<file path="src/rtl/ledfm_pkg.sv">
package ledfm_pkg;
  // Number of LED output channels handled by the block.
  localparam int          CHANNELS        = 24;
  // Fault pin pulse length and its cycle count at the 100 MHz system clock.
  localparam int          CLK_MHZ         = 100;
  localparam int          PULSE_US        = 50;
  localparam int          PULSE_CYCLES    = PULSE_US * CLK_MHZ;
  localparam int          PULSE_CNT_W     = 13;
  // Width of the non-volatile checksum words.
  localparam int          CRC_W           = 8;
  // Reset value of the latched flags other than the reset and error flags.
  localparam logic        FLAG_RST        = 1'h0;
  // Device states, one-hot.
  typedef enum logic [3:0] {
    LEDFM_POR      = 4'h1,
    LEDFM_INIT     = 4'h2,
    LEDFM_NORMAL   = 4'h4,
    LEDFM_FAILSAFE = 4'h8
  } ledfm_state_t;
endpackage

</file>
<file path="src/rtl/ledfm_pulse.sv">
`timescale 1ns/10ps
`default_nettype none
// One-shot timer for the fault pin pulse; a new trigger restarts it.
module ledfm_pulse #(
  parameter int CYCLES = 5000,
  parameter int CNT_W  = 13
) (
  input  wire logic clk,
  input  wire logic rst_n,
  input  wire logic trigger,
  output logic      active
);
  logic [CNT_W-1:0] cnt_q;

  // Counts down from the full length; active while non-zero.
  always_ff @(posedge clk or negedge rst_n) begin
    if (!rst_n) begin
      cnt_q <= '0;
    end else if (trigger) begin
      cnt_q <= CNT_W'(CYCLES);
    end else if (cnt_q != '0) begin
      cnt_q <= cnt_q - CNT_W'(1);
    end
  end

  assign active = (cnt_q != '0);
endmodule
`default_nettype wire

</file>
<file path="src/rtl/ledfm_top.sv">
`timescale 1ns/10ps
`default_nettype none
// Overview of operation
// - Rail below threshold: reset state, flags, pin low.
// - Rails good again: go to initialization automatically.
// - Clear-reset command clears reset and error flags.
// - Low supply: flag, pulse pin, disable open and single-short diagnostics.
// - Undervoltage: outputs off, flag, pin held low.
// - Reference fault: flag, pin low, outputs kept except in fail-safe.
// - Overtemperature: outputs off, flag, pin held low.
// - Thermal shutdown: regulator off, reset flag, pin low.
// - LED faults gated by enables, pulse width; open and single short also by supply.
// - Single short needs enable; LED fault pulses pin.
// - Checksum mismatch: flag and pulse pin only.
// - Watchdog overflow enters fail-safe; command leaves it.
// - Fail-safe keeps detecting and reporting all faults.
// - Non-volatile bit selects fail-safe LED policy.
// - All-off policy: any LED fault kills all.
// - Failed-only policy: only faulty channel goes off.
// - Flags stay readable in fail-safe.
// - Clear-fault command clears non-reset flags except the fail-safe flag.
// - Mask suppresses error, output flag, pin action.
module ledfm_top
  import ledfm_pkg::*;
#(
  parameter int NCH = ledfm_pkg::CHANNELS
) (
  input  wire logic                         CLK_SYS,
  input  wire logic                         RESET_N,
  input  wire logic                         VBAT_LOW,
  input  wire logic                         REGULATOR_RAIL_LOW,
  input  wire logic                         LOW_SUPPLY,
  input  wire logic                         SUPPLY_UV,
  input  wire logic                         REF_FAULT,
  input  wire logic                         THERMAL_WARN,
  input  wire logic                         THERMAL_PROTECT,
  input  wire logic                         THERMAL_SHUTDOWN,
  input  wire logic [NCH-1:0]               OPEN_DET,
  input  wire logic [NCH-1:0]               SHORT_DET,
  input  wire logic [NCH-1:0]               SINGLE_SHORT_DET,
  input  wire logic [NCH-1:0]               OPEN_PULSE_OK,
  input  wire logic [NCH-1:0]               SHORT_PULSE_OK,
  input  wire logic [NCH-1:0]               SINGLE_PULSE_OK,
  input  wire logic [NCH-1:0]               CHANNEL_ENABLE_BIT,
  input  wire logic [NCH-1:0]               CHANNEL_DIAG_ENABLE_BIT,
  input  wire logic                         SINGLE_SHORT_DETECT_ENABLE,
  input  wire logic [ledfm_pkg::CRC_W-1:0]  COMPUTED_NVM_CHECKSUM,
  input  wire logic [ledfm_pkg::CRC_W-1:0]  STORED_NVM_CHECKSUM,
  input  wire logic                         CHECKSUM_VALID,
  input  wire logic                         WATCHDOG_OVERFLOW,
  input  wire logic                         ALL_CHANNELS_OFF_POLICY,
  input  wire logic                         INIT_DONE,
  input  wire logic                         CLEAR_RESET_FLAG_CMD,
  input  wire logic                         CLEAR_FAULT_CMD,
  input  wire logic                         LEAVE_FAILSAFE_CMD,
  input  wire logic                         LOW_SUPPLY_MASK,
  input  wire logic                         SUPPLY_UV_MASK,
  input  wire logic                         REF_MASK,
  input  wire logic                         THERMAL_WARN_MASK,
  input  wire logic                         THERMAL_PROTECT_MASK,
  input  wire logic                         NVM_CHECKSUM_MASK,
  input  wire logic                         OPEN_FAULT_MASK,
  input  wire logic                         SHORT_FAULT_MASK,
  input  wire logic                         SINGLE_SHORT_MASK,
  output logic                              RESET_FLAG,
  output logic                              ERROR_FLAG,
  output logic                              LOW_SUPPLY_FLAG,
  output logic                              SUPPLY_UNDERVOLTAGE_FLAG,
  output logic                              REF_FLAG,
  output logic                              THERMAL_WARNING_FLAG,
  output logic                              THERMAL_PROTECT_FLAG,
  output logic                              NVM_CHECKSUM_FLAG,
  output logic                              FAILSAFE_ENTERED_FLAG,
  output logic                              OUTPUT_FLAG,
  output logic [NCH-1:0]                    CHANNEL_OPEN_FLAG,
  output logic [NCH-1:0]                    CHANNEL_SHORT_FLAG,
  output logic [NCH-1:0]                    CHANNEL_SINGLE_SHORT_FLAG,
  output logic [NCH-1:0]                    CHANNEL_ON,
  output logic                              REGULATOR_OFF,
  output logic                              CLEAR_RESET_FLAG_CMD_BIT,
  output logic                              CLEAR_FAULT_CMD_BIT,
  output logic [3:0]                        DEVICE_STATE,
  output logic                              FAULT_PIN_OUT,
  output logic                              FAULT_PIN_OE
);
  ledfm_state_t     state_q;
  logic [2:0]       sync_vbat_q;
  logic [2:0]       sync_ldo_q;
  logic [2:0]       sync_lows_q;
  logic [2:0]       sync_uv_q;
  logic [2:0]       sync_ref_q;
  logic [2:0]       sync_tw_q;
  logic [2:0]       sync_tp_q;
  logic [2:0]       sync_tsd_q;
  logic             vbat_low;
  logic             ldo_low;
  logic             lows;
  logic             uv;
  logic             ref_f;
  logic             tw;
  logic             tp;
  logic             tsd;
  logic             rail_bad;
  logic             diag_supply_ok;
  logic [NCH-1:0]   diag_on;
  logic [NCH-1:0]   open_ev;
  logic [NCH-1:0]   short_ev;
  logic [NCH-1:0]   sls_ev;
  logic [NCH-1:0]   led_fail_q;
  logic             crc_ev;
  logic             lows_q;
  logic             tw_q;
  logic             crc_q;
  logic [NCH-1:0]   open_q;
  logic [NCH-1:0]   short_q;
  logic [NCH-1:0]   sls_q;
  logic             err_set;
  logic             out_set;
  logic             pulse_trig;
  logic             pulse_active;
  logic             pin_const;
  logic             clr_rst_q;
  logic             clr_flt_q;
  logic             in_fs;

  // A change counts once the second and third stages agree.
  function automatic logic sync_val(input logic [2:0] s, input logic prev);
    sync_val = (s[2] == s[1]) ? s[1] : prev;
  endfunction

  // Three-stage synchronisers for the asynchronous monitor levels.
  always_ff @(posedge CLK_SYS or negedge RESET_N) begin
    if (!RESET_N) begin
      sync_vbat_q <= 3'h0;
      sync_ldo_q  <= 3'h0;
      sync_lows_q <= 3'h0;
      sync_uv_q   <= 3'h0;
      sync_ref_q  <= 3'h0;
      sync_tw_q   <= 3'h0;
      sync_tp_q   <= 3'h0;
      sync_tsd_q  <= 3'h0;
    end else begin
      sync_vbat_q <= {sync_vbat_q[1:0], VBAT_LOW};
      sync_ldo_q  <= {sync_ldo_q[1:0], REGULATOR_RAIL_LOW};
      sync_lows_q <= {sync_lows_q[1:0], LOW_SUPPLY};
      sync_uv_q   <= {sync_uv_q[1:0], SUPPLY_UV};
      sync_ref_q  <= {sync_ref_q[1:0], REF_FAULT};
      sync_tw_q   <= {sync_tw_q[1:0], THERMAL_WARN};
      sync_tp_q   <= {sync_tp_q[1:0], THERMAL_PROTECT};
      sync_tsd_q  <= {sync_tsd_q[1:0], THERMAL_SHUTDOWN};
    end
  end

  // Filtered levels; they hold while stages two and three disagree.
  logic [7:0] lvl_q;
  always_ff @(posedge CLK_SYS or negedge RESET_N) begin
    if (!RESET_N) begin
      lvl_q <= 8'h00;
    end else begin
      lvl_q[0] <= sync_val(sync_vbat_q, lvl_q[0]);
      lvl_q[1] <= sync_val(sync_ldo_q, lvl_q[1]);
      lvl_q[2] <= sync_val(sync_lows_q, lvl_q[2]);
      lvl_q[3] <= sync_val(sync_uv_q, lvl_q[3]);
      lvl_q[4] <= sync_val(sync_ref_q, lvl_q[4]);
      lvl_q[5] <= sync_val(sync_tw_q, lvl_q[5]);
      lvl_q[6] <= sync_val(sync_tp_q, lvl_q[6]);
      lvl_q[7] <= sync_val(sync_tsd_q, lvl_q[7]);
    end
  end

  assign vbat_low = lvl_q[0];
  assign ldo_low  = lvl_q[1];
  assign lows     = lvl_q[2];
  assign uv       = lvl_q[3];
  assign ref_f    = lvl_q[4];
  assign tw       = lvl_q[5];
  assign tp       = lvl_q[6];
  assign tsd      = lvl_q[7];
  assign rail_bad = vbat_low | ldo_low | tsd;
  assign in_fs    = (state_q == LEDFM_FAILSAFE);

  // Device state: any bad rail forces the reset state from anywhere.
  always_ff @(posedge CLK_SYS or negedge RESET_N) begin
    if (!RESET_N) begin
      state_q <= LEDFM_POR;
    end else if (rail_bad) begin
      state_q <= LEDFM_POR;
    end else begin
      case (state_q)
        LEDFM_POR:      state_q <= LEDFM_INIT;
        LEDFM_INIT:     state_q <= INIT_DONE ? LEDFM_NORMAL : LEDFM_INIT;
        LEDFM_NORMAL:   state_q <= WATCHDOG_OVERFLOW ? LEDFM_FAILSAFE : LEDFM_NORMAL;
        LEDFM_FAILSAFE: state_q <= LEAVE_FAILSAFE_CMD ? LEDFM_NORMAL : LEDFM_FAILSAFE;
        default:        state_q <= LEDFM_POR;
      endcase
    end
  end

  // Qualified LED fault events; low supply blocks open and single short.
  assign diag_supply_ok = ~lows;
  assign diag_on  = CHANNEL_ENABLE_BIT & CHANNEL_DIAG_ENABLE_BIT;
  assign open_ev  = diag_on & OPEN_PULSE_OK & OPEN_DET & {NCH{diag_supply_ok}};
  assign short_ev = diag_on & SHORT_PULSE_OK & SHORT_DET;
  assign sls_ev   = diag_on & SINGLE_PULSE_OK & SINGLE_SHORT_DET
                    & {NCH{diag_supply_ok & SINGLE_SHORT_DETECT_ENABLE}};
  assign crc_ev   = CHECKSUM_VALID & (COMPUTED_NVM_CHECKSUM != STORED_NVM_CHECKSUM);

  // Self-clearing command bits: each is seen for exactly one cycle.
  always_ff @(posedge CLK_SYS or negedge RESET_N) begin
    if (!RESET_N) begin
      clr_rst_q <= 1'h0;
      clr_flt_q <= 1'h0;
    end else begin
      clr_rst_q <= CLEAR_RESET_FLAG_CMD & ~clr_rst_q;
      clr_flt_q <= CLEAR_FAULT_CMD & ~clr_flt_q;
    end
  end

  // Reset flag: set in the reset state, cleared only by its own command.
  always_ff @(posedge CLK_SYS or negedge RESET_N) begin
    if (!RESET_N) begin
      RESET_FLAG <= 1'h1;
    end else if (state_q == LEDFM_POR || rail_bad) begin
      RESET_FLAG <= 1'h1;
    end else if (clr_rst_q) begin
      RESET_FLAG <= 1'h0;
    end
  end

  // Latched non-reset flags; the set term wins over a clear in the same cycle.
  always_ff @(posedge CLK_SYS or negedge RESET_N) begin
    if (!RESET_N) begin
      LOW_SUPPLY_FLAG          <= FLAG_RST;
      SUPPLY_UNDERVOLTAGE_FLAG <= FLAG_RST;
      REF_FLAG                 <= FLAG_RST;
      THERMAL_WARNING_FLAG     <= FLAG_RST;
      THERMAL_PROTECT_FLAG     <= FLAG_RST;
      NVM_CHECKSUM_FLAG        <= FLAG_RST;
      CHANNEL_OPEN_FLAG        <= '0;
      CHANNEL_SHORT_FLAG       <= '0;
      CHANNEL_SINGLE_SHORT_FLAG <= '0;
    end else begin
      LOW_SUPPLY_FLAG          <= lows  | (LOW_SUPPLY_FLAG & ~clr_flt_q);
      SUPPLY_UNDERVOLTAGE_FLAG <= uv    | (SUPPLY_UNDERVOLTAGE_FLAG & ~clr_flt_q);
      REF_FLAG                 <= ref_f | (REF_FLAG & ~clr_flt_q);
      THERMAL_WARNING_FLAG     <= tw    | (THERMAL_WARNING_FLAG & ~clr_flt_q);
      THERMAL_PROTECT_FLAG     <= tp    | (THERMAL_PROTECT_FLAG & ~clr_flt_q);
      NVM_CHECKSUM_FLAG        <= crc_ev | (NVM_CHECKSUM_FLAG & ~clr_flt_q);
      CHANNEL_OPEN_FLAG  <= open_ev | (CHANNEL_OPEN_FLAG & {NCH{~clr_flt_q}});
      CHANNEL_SHORT_FLAG <= short_ev | (CHANNEL_SHORT_FLAG & {NCH{~clr_flt_q}});
      CHANNEL_SINGLE_SHORT_FLAG <= sls_ev
                                   | (CHANNEL_SINGLE_SHORT_FLAG & {NCH{~clr_flt_q}});
    end
  end

  // Unmasked contributions to the summary flags.
  assign out_set = (|open_ev & ~OPEN_FAULT_MASK) | (|short_ev & ~SHORT_FAULT_MASK)
                 | (|sls_ev & ~SINGLE_SHORT_MASK);
  assign err_set = (lows & ~LOW_SUPPLY_MASK) | (uv & ~SUPPLY_UV_MASK)
                 | (ref_f & ~REF_MASK) | (tw & ~THERMAL_WARN_MASK)
                 | (tp & ~THERMAL_PROTECT_MASK) | (crc_ev & ~NVM_CHECKSUM_MASK)
                 | out_set;

  // Summary flags; reset-type faults set the error flag regardless of masks.
  always_ff @(posedge CLK_SYS or negedge RESET_N) begin
    if (!RESET_N) begin
      ERROR_FLAG  <= 1'h1;
      OUTPUT_FLAG <= FLAG_RST;
    end else begin
      ERROR_FLAG  <= (state_q == LEDFM_POR) | rail_bad | err_set
                   | (ERROR_FLAG & ~clr_flt_q & ~clr_rst_q);
      OUTPUT_FLAG <= out_set | (OUTPUT_FLAG & ~clr_flt_q);
    end
  end

  // Fail-safe flag follows entry; the leave command clears it.
  always_ff @(posedge CLK_SYS or negedge RESET_N) begin
    if (!RESET_N) begin
      FAILSAFE_ENTERED_FLAG <= FLAG_RST;
    end else if (state_q == LEDFM_NORMAL && WATCHDOG_OVERFLOW && !rail_bad) begin
      FAILSAFE_ENTERED_FLAG <= 1'h1;
    end else if (in_fs && LEAVE_FAILSAFE_CMD) begin
      FAILSAFE_ENTERED_FLAG <= 1'h0;
    end
  end

  // Fail-safe LED shutoff memory; it is dropped on return to normal.
  always_ff @(posedge CLK_SYS or negedge RESET_N) begin
    if (!RESET_N) begin
      led_fail_q <= '0;
    end else if (!in_fs) begin
      led_fail_q <= '0;
    end else if (ALL_CHANNELS_OFF_POLICY && |(open_ev | short_ev | sls_ev)) begin
      led_fail_q <= '1;
    end else begin
      led_fail_q <= led_fail_q | open_ev | short_ev | sls_ev;
    end
  end

  // Outputs: undervoltage, thermal protection and fail-safe reference fault
  // switch channels off; normal-state LED faults leave them alone.
  always_ff @(posedge CLK_SYS or negedge RESET_N) begin
    if (!RESET_N) begin
      CHANNEL_ON    <= '0;
      REGULATOR_OFF <= 1'h0;
    end else begin
      REGULATOR_OFF <= tsd;
      if ((state_q != LEDFM_NORMAL && !in_fs) || uv || tp || (in_fs && ref_f)) begin
        CHANNEL_ON <= '0;
      end else begin
        CHANNEL_ON <= CHANNEL_ENABLE_BIT & ~led_fail_q;
      end
    end
  end

  // Pulse requests from transient faults, taken on their rising edge only.
  always_ff @(posedge CLK_SYS or negedge RESET_N) begin
    if (!RESET_N) begin
      lows_q  <= 1'h0;
      tw_q    <= 1'h0;
      crc_q   <= 1'h0;
      open_q  <= '0;
      short_q <= '0;
      sls_q   <= '0;
    end else begin
      lows_q  <= lows;
      tw_q    <= tw;
      crc_q   <= crc_ev;
      open_q  <= open_ev;
      short_q <= short_ev;
      sls_q   <= sls_ev;
    end
  end

  assign pulse_trig = (lows & ~lows_q & ~LOW_SUPPLY_MASK)
                    | (tw & ~tw_q & ~THERMAL_WARN_MASK)
                    | (crc_ev & ~crc_q & ~NVM_CHECKSUM_MASK)
                    | (|(open_ev & ~open_q) & ~OPEN_FAULT_MASK)
                    | (|(short_ev & ~short_q) & ~SHORT_FAULT_MASK)
                    | (|(sls_ev & ~sls_q) & ~SINGLE_SHORT_MASK);

  ledfm_pulse #(
    .CYCLES (PULSE_CYCLES),
    .CNT_W  (PULSE_CNT_W)
  ) u_pulse (
    .clk     (CLK_SYS),
    .rst_n   (RESET_N),
    .trigger (pulse_trig),
    .active  (pulse_active)
  );

  // Constant pull-down requests; watchdog overflow never touches the pin.
  assign pin_const = (state_q == LEDFM_POR) | tsd
                   | (uv & ~SUPPLY_UV_MASK) | (ref_f & ~REF_MASK)
                   | (tp & ~THERMAL_PROTECT_MASK);

  // Open-drain pin: only ever driven low; constant request dominates.
  assign FAULT_PIN_OUT = 1'h0;
  assign FAULT_PIN_OE  = pin_const | pulse_active;

  assign CLEAR_RESET_FLAG_CMD_BIT = clr_rst_q;
  assign CLEAR_FAULT_CMD_BIT      = clr_flt_q;
  assign DEVICE_STATE             = state_q;
endmodule
`default_nettype wire

</file>
<file path="config.mk">
export PLATFORM = sky130hd
export DESIGN_NAME = ledfm_top
export DESIGN_NICKNAME = d
export VERILOG_FILES = /design/src/rtl/ledfm_pkg.sv /design/src/rtl/ledfm_pulse.sv /design/src/rtl/ledfm_top.sv
export SDC_FILE = /design/constraint.sdc
export NUM_CORES = 1
export LEC_CHECK = 0
export BUFFER_PORTS_ARGS = -buffer_cell sky130_fd_sc_hd__buf_2
export CELL_PAD_IN_SITES_DETAIL_PLACEMENT = 1
export CELL_PAD_IN_SITES_GLOBAL_PLACEMENT = 1
export CORE_ASPECT_RATIO = 0.6
export CORE_MARGIN = 8
export CORE_UTILIZATION = 35
export DETAILED_ROUTE_END_ITERATION = 16
export PLACE_DENSITY = 0.78
export SKIP_CTS_REPAIR_TIMING = 1
export SLEW_MARGIN = 5
export SYNTH_ARGS = -nofsm -noshare
export SYNTH_HDL_FRONTEND = slang
export SYNTH_SLANG_ARGS = --single-unit
</file>
<file path="constraint.sdc">
create_clock -name CLK_SYS -period 2.24 [get_ports CLK_SYS]
set_clock_uncertainty 0.2 [all_clocks]
set_input_delay 0.448 -clock CLK_SYS [delete_from_list [all_inputs] [get_ports CLK_SYS]]
set_output_delay 0.448 -clock CLK_SYS [all_outputs]
set_load 0.02 [all_outputs]
</file>
==> flow_summary.json <==
{
  "totalWireLength_um": 47200,
  "seqPwrFrac_pct": 41.9,
  "p_leak_nw": 8.29,
  "p_sw_w": 0.00310,
  "synth_warnings": 0,
  "syn_to_final_growth_pct": 50.8,
  "final_area_um2": 15200,
  "path_cells": "nand2b_4 > buf_12 > nor3_2 > nor4_2 > buf_4 > nand4_1 > buf_6 > o41ai_4 > buf_6 > clkbuf_16 > a21oi_2",
  "fin_ws_ns": -0.459,
  "final_cell_mix": "buf_2 (346), dfrtp_1 (252), buf_4 (135)",
  "dieWidth_um": 235,
  "fin_crit_ns": 2.70,
  "irDropWorstVdd_mv": 0.458,
  "slew-limit-headroom_pct": 49.0,
  "setup_viol": 40,
  "max_stage_delay_ns": 0.44,
  "synth-seq-cells": 257,
  "tightest_slew_ns": 0.763,
  "comb_power_share_pct": 14.6,
  "syn_area_um2": 10100,
  "start_util_pct": 35.3,
  "design_power_total_w": 0.0119,
  "netlist_instances": 835,
  "cts_htree_levels": 1,
  "die-area_um2": 34700,
  "ys_seq_area_share_pct": 63.7,
  "status": "complete, but fails checks",
  "critical_path_arrival_ns": 2.91,
  "met3_length_um": 3760,
  "power_density_nw_per_um2": 779,
  "grt_use_total_pct": 24.3,
  "violations": "negative setup slack",
  "synth_ff_type": "dfrtp_1",
  "avgSynthCellArea_um2": 12.1,
  "crit_required_ns": 2.45,
  "cts_buffers": 26,
  "grt_overflow": 0,
  "final_common_cell": "buf_2",
  "tns_ns": -13.17,
  "clock-root-buffer": "clkbuf_16",
  "routedWlPerCell_um": 26.9,
  "die_y_um": 148,
  "rsz0062_at_grt": "true",
  "pwr-share-clk_pct": 43.4,
  "drc": 0,
  "synthArstFlopShare_pct": 100,
  "route.met2.wl_um": 22100,
  "startpoint_type": "flop",
  "dp_hpwl_um": 34100,
  "nNetsFinal": 1594,
  "ant_nets": 0,
  "grt_max_degree": 74,
  "placed_cell_area_um2": 13300,
  "core_area_um2": 28600,
  "finalCritPeriodShare_pct": 120,
  "yosysUniqueCellTypes": 56,
  "drv_cap": 0,
  "crit_path_frequent_cell": "buf_6",
  "hold_path_class": "primary input to flop",
  "clock-sinks": 257,
  "critical_path.max_fanout": 8,
  "met1_length_um": 19800,
  "io_pins": 350,
  "place_ws_ns": -0.670,
  "drive_gt1_share_pct": 47.5,
  "clk_latency_ns": 0.55,
  "fmaxAchievable_ghz": 0.371,
  "cts_tree": "done",
  "netSwitchingFraction_pct": 26.1,
  "path_class": "flop to flop",
  "routed.top_layer": "met4",
  "antenna_found_initial": 3,
  "drt_iter0_drc": 635,
  "grt_pass1_wl_um": 64600,
  "fin_hold_ws_ns": 0.00677,
  "clk_path_buf_depth": 3,
  "portBuffers": 348,
  "endpoint_kind": "flop",
  "vias": 9611,
  "gp_congestion": 0.912,
  "clkTransAtPathRegs_ns": 0.07,
  "grt_pass1_vias": 10300,
  "slew_viol_final": 0,
  "hold_viol": 0,
  "synth_nets": 1071,
  "viasPerCell": 5.48,
  "crit_family": "buffers and inverters",
  "critical-path-slowest-cell": "dfrtp_2",
  "std_cell_rows": 48,
  "synth_edf_count": 0,
  "dr.pass1.iters": 5,
  "crit_buf_inv": 5,
  "intPower_w": 0.00876
}
==> kinds of logic (layout without fill, tap and decap cells) <==
| logic type | after synthesis | after routing | synth area share [%] |
|---|---|---|---|
| simple gates | 299 | 299 | 18.0 |
| other cells | 1 | 3 | 0.0371 |
| xor+xnor | 19 | 19 | 1.65 |
| buf+inv | 94 | 632 | 4.04 |
| fa+ha+maj | 9 | 9 | 0.916 |
| compound gates | 156 | 159 | 11.6 |
| flops | 257 | 257 | 63.7 |
==> Yosys cell counts, drive strengths merged, types with 2 or more instances <==
cell	number	share of area, %
a22o	6	0.52
nor3b	29	2.2
a2111oi	4	0.35
dfrtp	254	63
inv	56	2.1
o21ai	10	0.50
a21o	78	5.8
and2	11	0.68
nand4	70	4.3
nand4b	2	0.17
and4	21	1.9
nor4b	4	0.35
and3	2	0.12
xor2	7	0.61
o22ai	12	0.74
a21oi	27	2.0
nand2	17	0.63
or3	6	0.37
o21bai	3	0.22
a31oi	2	0.12
nor2	39	1.4
clkbuf	23	0.87
dfstp	3	0.78
nand2b	11	0.68
xnor2	12	1.0
or4b	2	0.20
nand3	5	0.25
maj3	8	0.79
a22oi	3	0.22
nor4	49	3.2
buf	14	1.1
nor2b	5	0.31
nor3	25	1.2
==> metal layers <==
metal | GRT usage (%) | vias to the layer above
met5 | 0 | -
met3 | 7.60 | 111
met1 | 31.6 | 4920
met4 | 8.21 | 0
met2 | 38.2 | 474
li1 | - | 4106
==> worst paths after layout <==
check	start	end	slack [ns]	cells after the start
hold / removal	CHANNEL_ENABLE_BIT[12]	CHANNEL_ON[12]	0.007	2
setup reg to reg	lvl_q[2]	led_fail_q[13]	-0.46	11
setup / recovery	lvl_q[2]	led_fail_q[13]	-0.46	11
min in group asynchronous	RESET_N	CHANNEL_ON[4]	0.18	2
hold reg to reg	sync_tw_q[0]	sync_tw_q[1]	0.15	0
max in group asynchronous	RESET_N	u_pulse.cnt_q[8]	0.89	3
==> sequential cells by signal, summed over array words and instances (netlist names), 3 cells and up <==
signal                     count
sync_tsd_q                     3
sync_tp_q                      3
CHANNEL_ON                    24
sync_ref_q                     3
sync_lows_q                    3
u_pulse.cnt_q                 13
sls_q                         24
CHANNEL_SINGLE_SHORT_FLAG     24
open_q                        24
DEVICE_STATE                   4
CHANNEL_OPEN_FLAG             24
short_q                       24
led_fail_q                    24
sync_tw_q                      3
sync_uv_q                      3
sync_vbat_q                    3
lvl_q                          8
sync_ldo_q                     3
CHANNEL_SHORT_FLAG            24
==> metrics by stage <==
step | std cells | utilization, %
after CTS | 1712 | 50.2
after global routing | 1753 | 53.3
final | 1753 | 53.3
after global placement | 1666 | 46.7
after detailed placement | 1666 | 46.7
after floorplan | 835 | -
==> cell type report <==
| type | instances | area, um2 |
|---|---|---|
| antenna | 2 | 5.00 |
| tap | 375 | 469 |
| inverter | 57 | 215 |
| clock inverter | 12 | 249 |
| fill | 3134 | 13400 |
| sequential | 257 | 6440 |
| multi-input combinational | 487 | 3730 |
| timing repair buffer | 529 | 3370 |
| clock buffer | 34 | 752 |
==> power groups by stage <==
stage | Sequential (W) | Clock, W | Combinational (W)
6_report | 0.00498 | 0.00515 | 0.00174
5_1_grt | 0.00499 | 0.00537 | 0.00185
4_1_cts | 0.00496 | 0.00518 | 0.00153
3_5_place_dp | 0.00505 | 0 | 0.00151
3_3_place_gp | 0.00503 | 0 | 0.00147
2_1_floorplan | 0.00516 | 0 | 0.000499
Power figures use the tool's default switching activity.
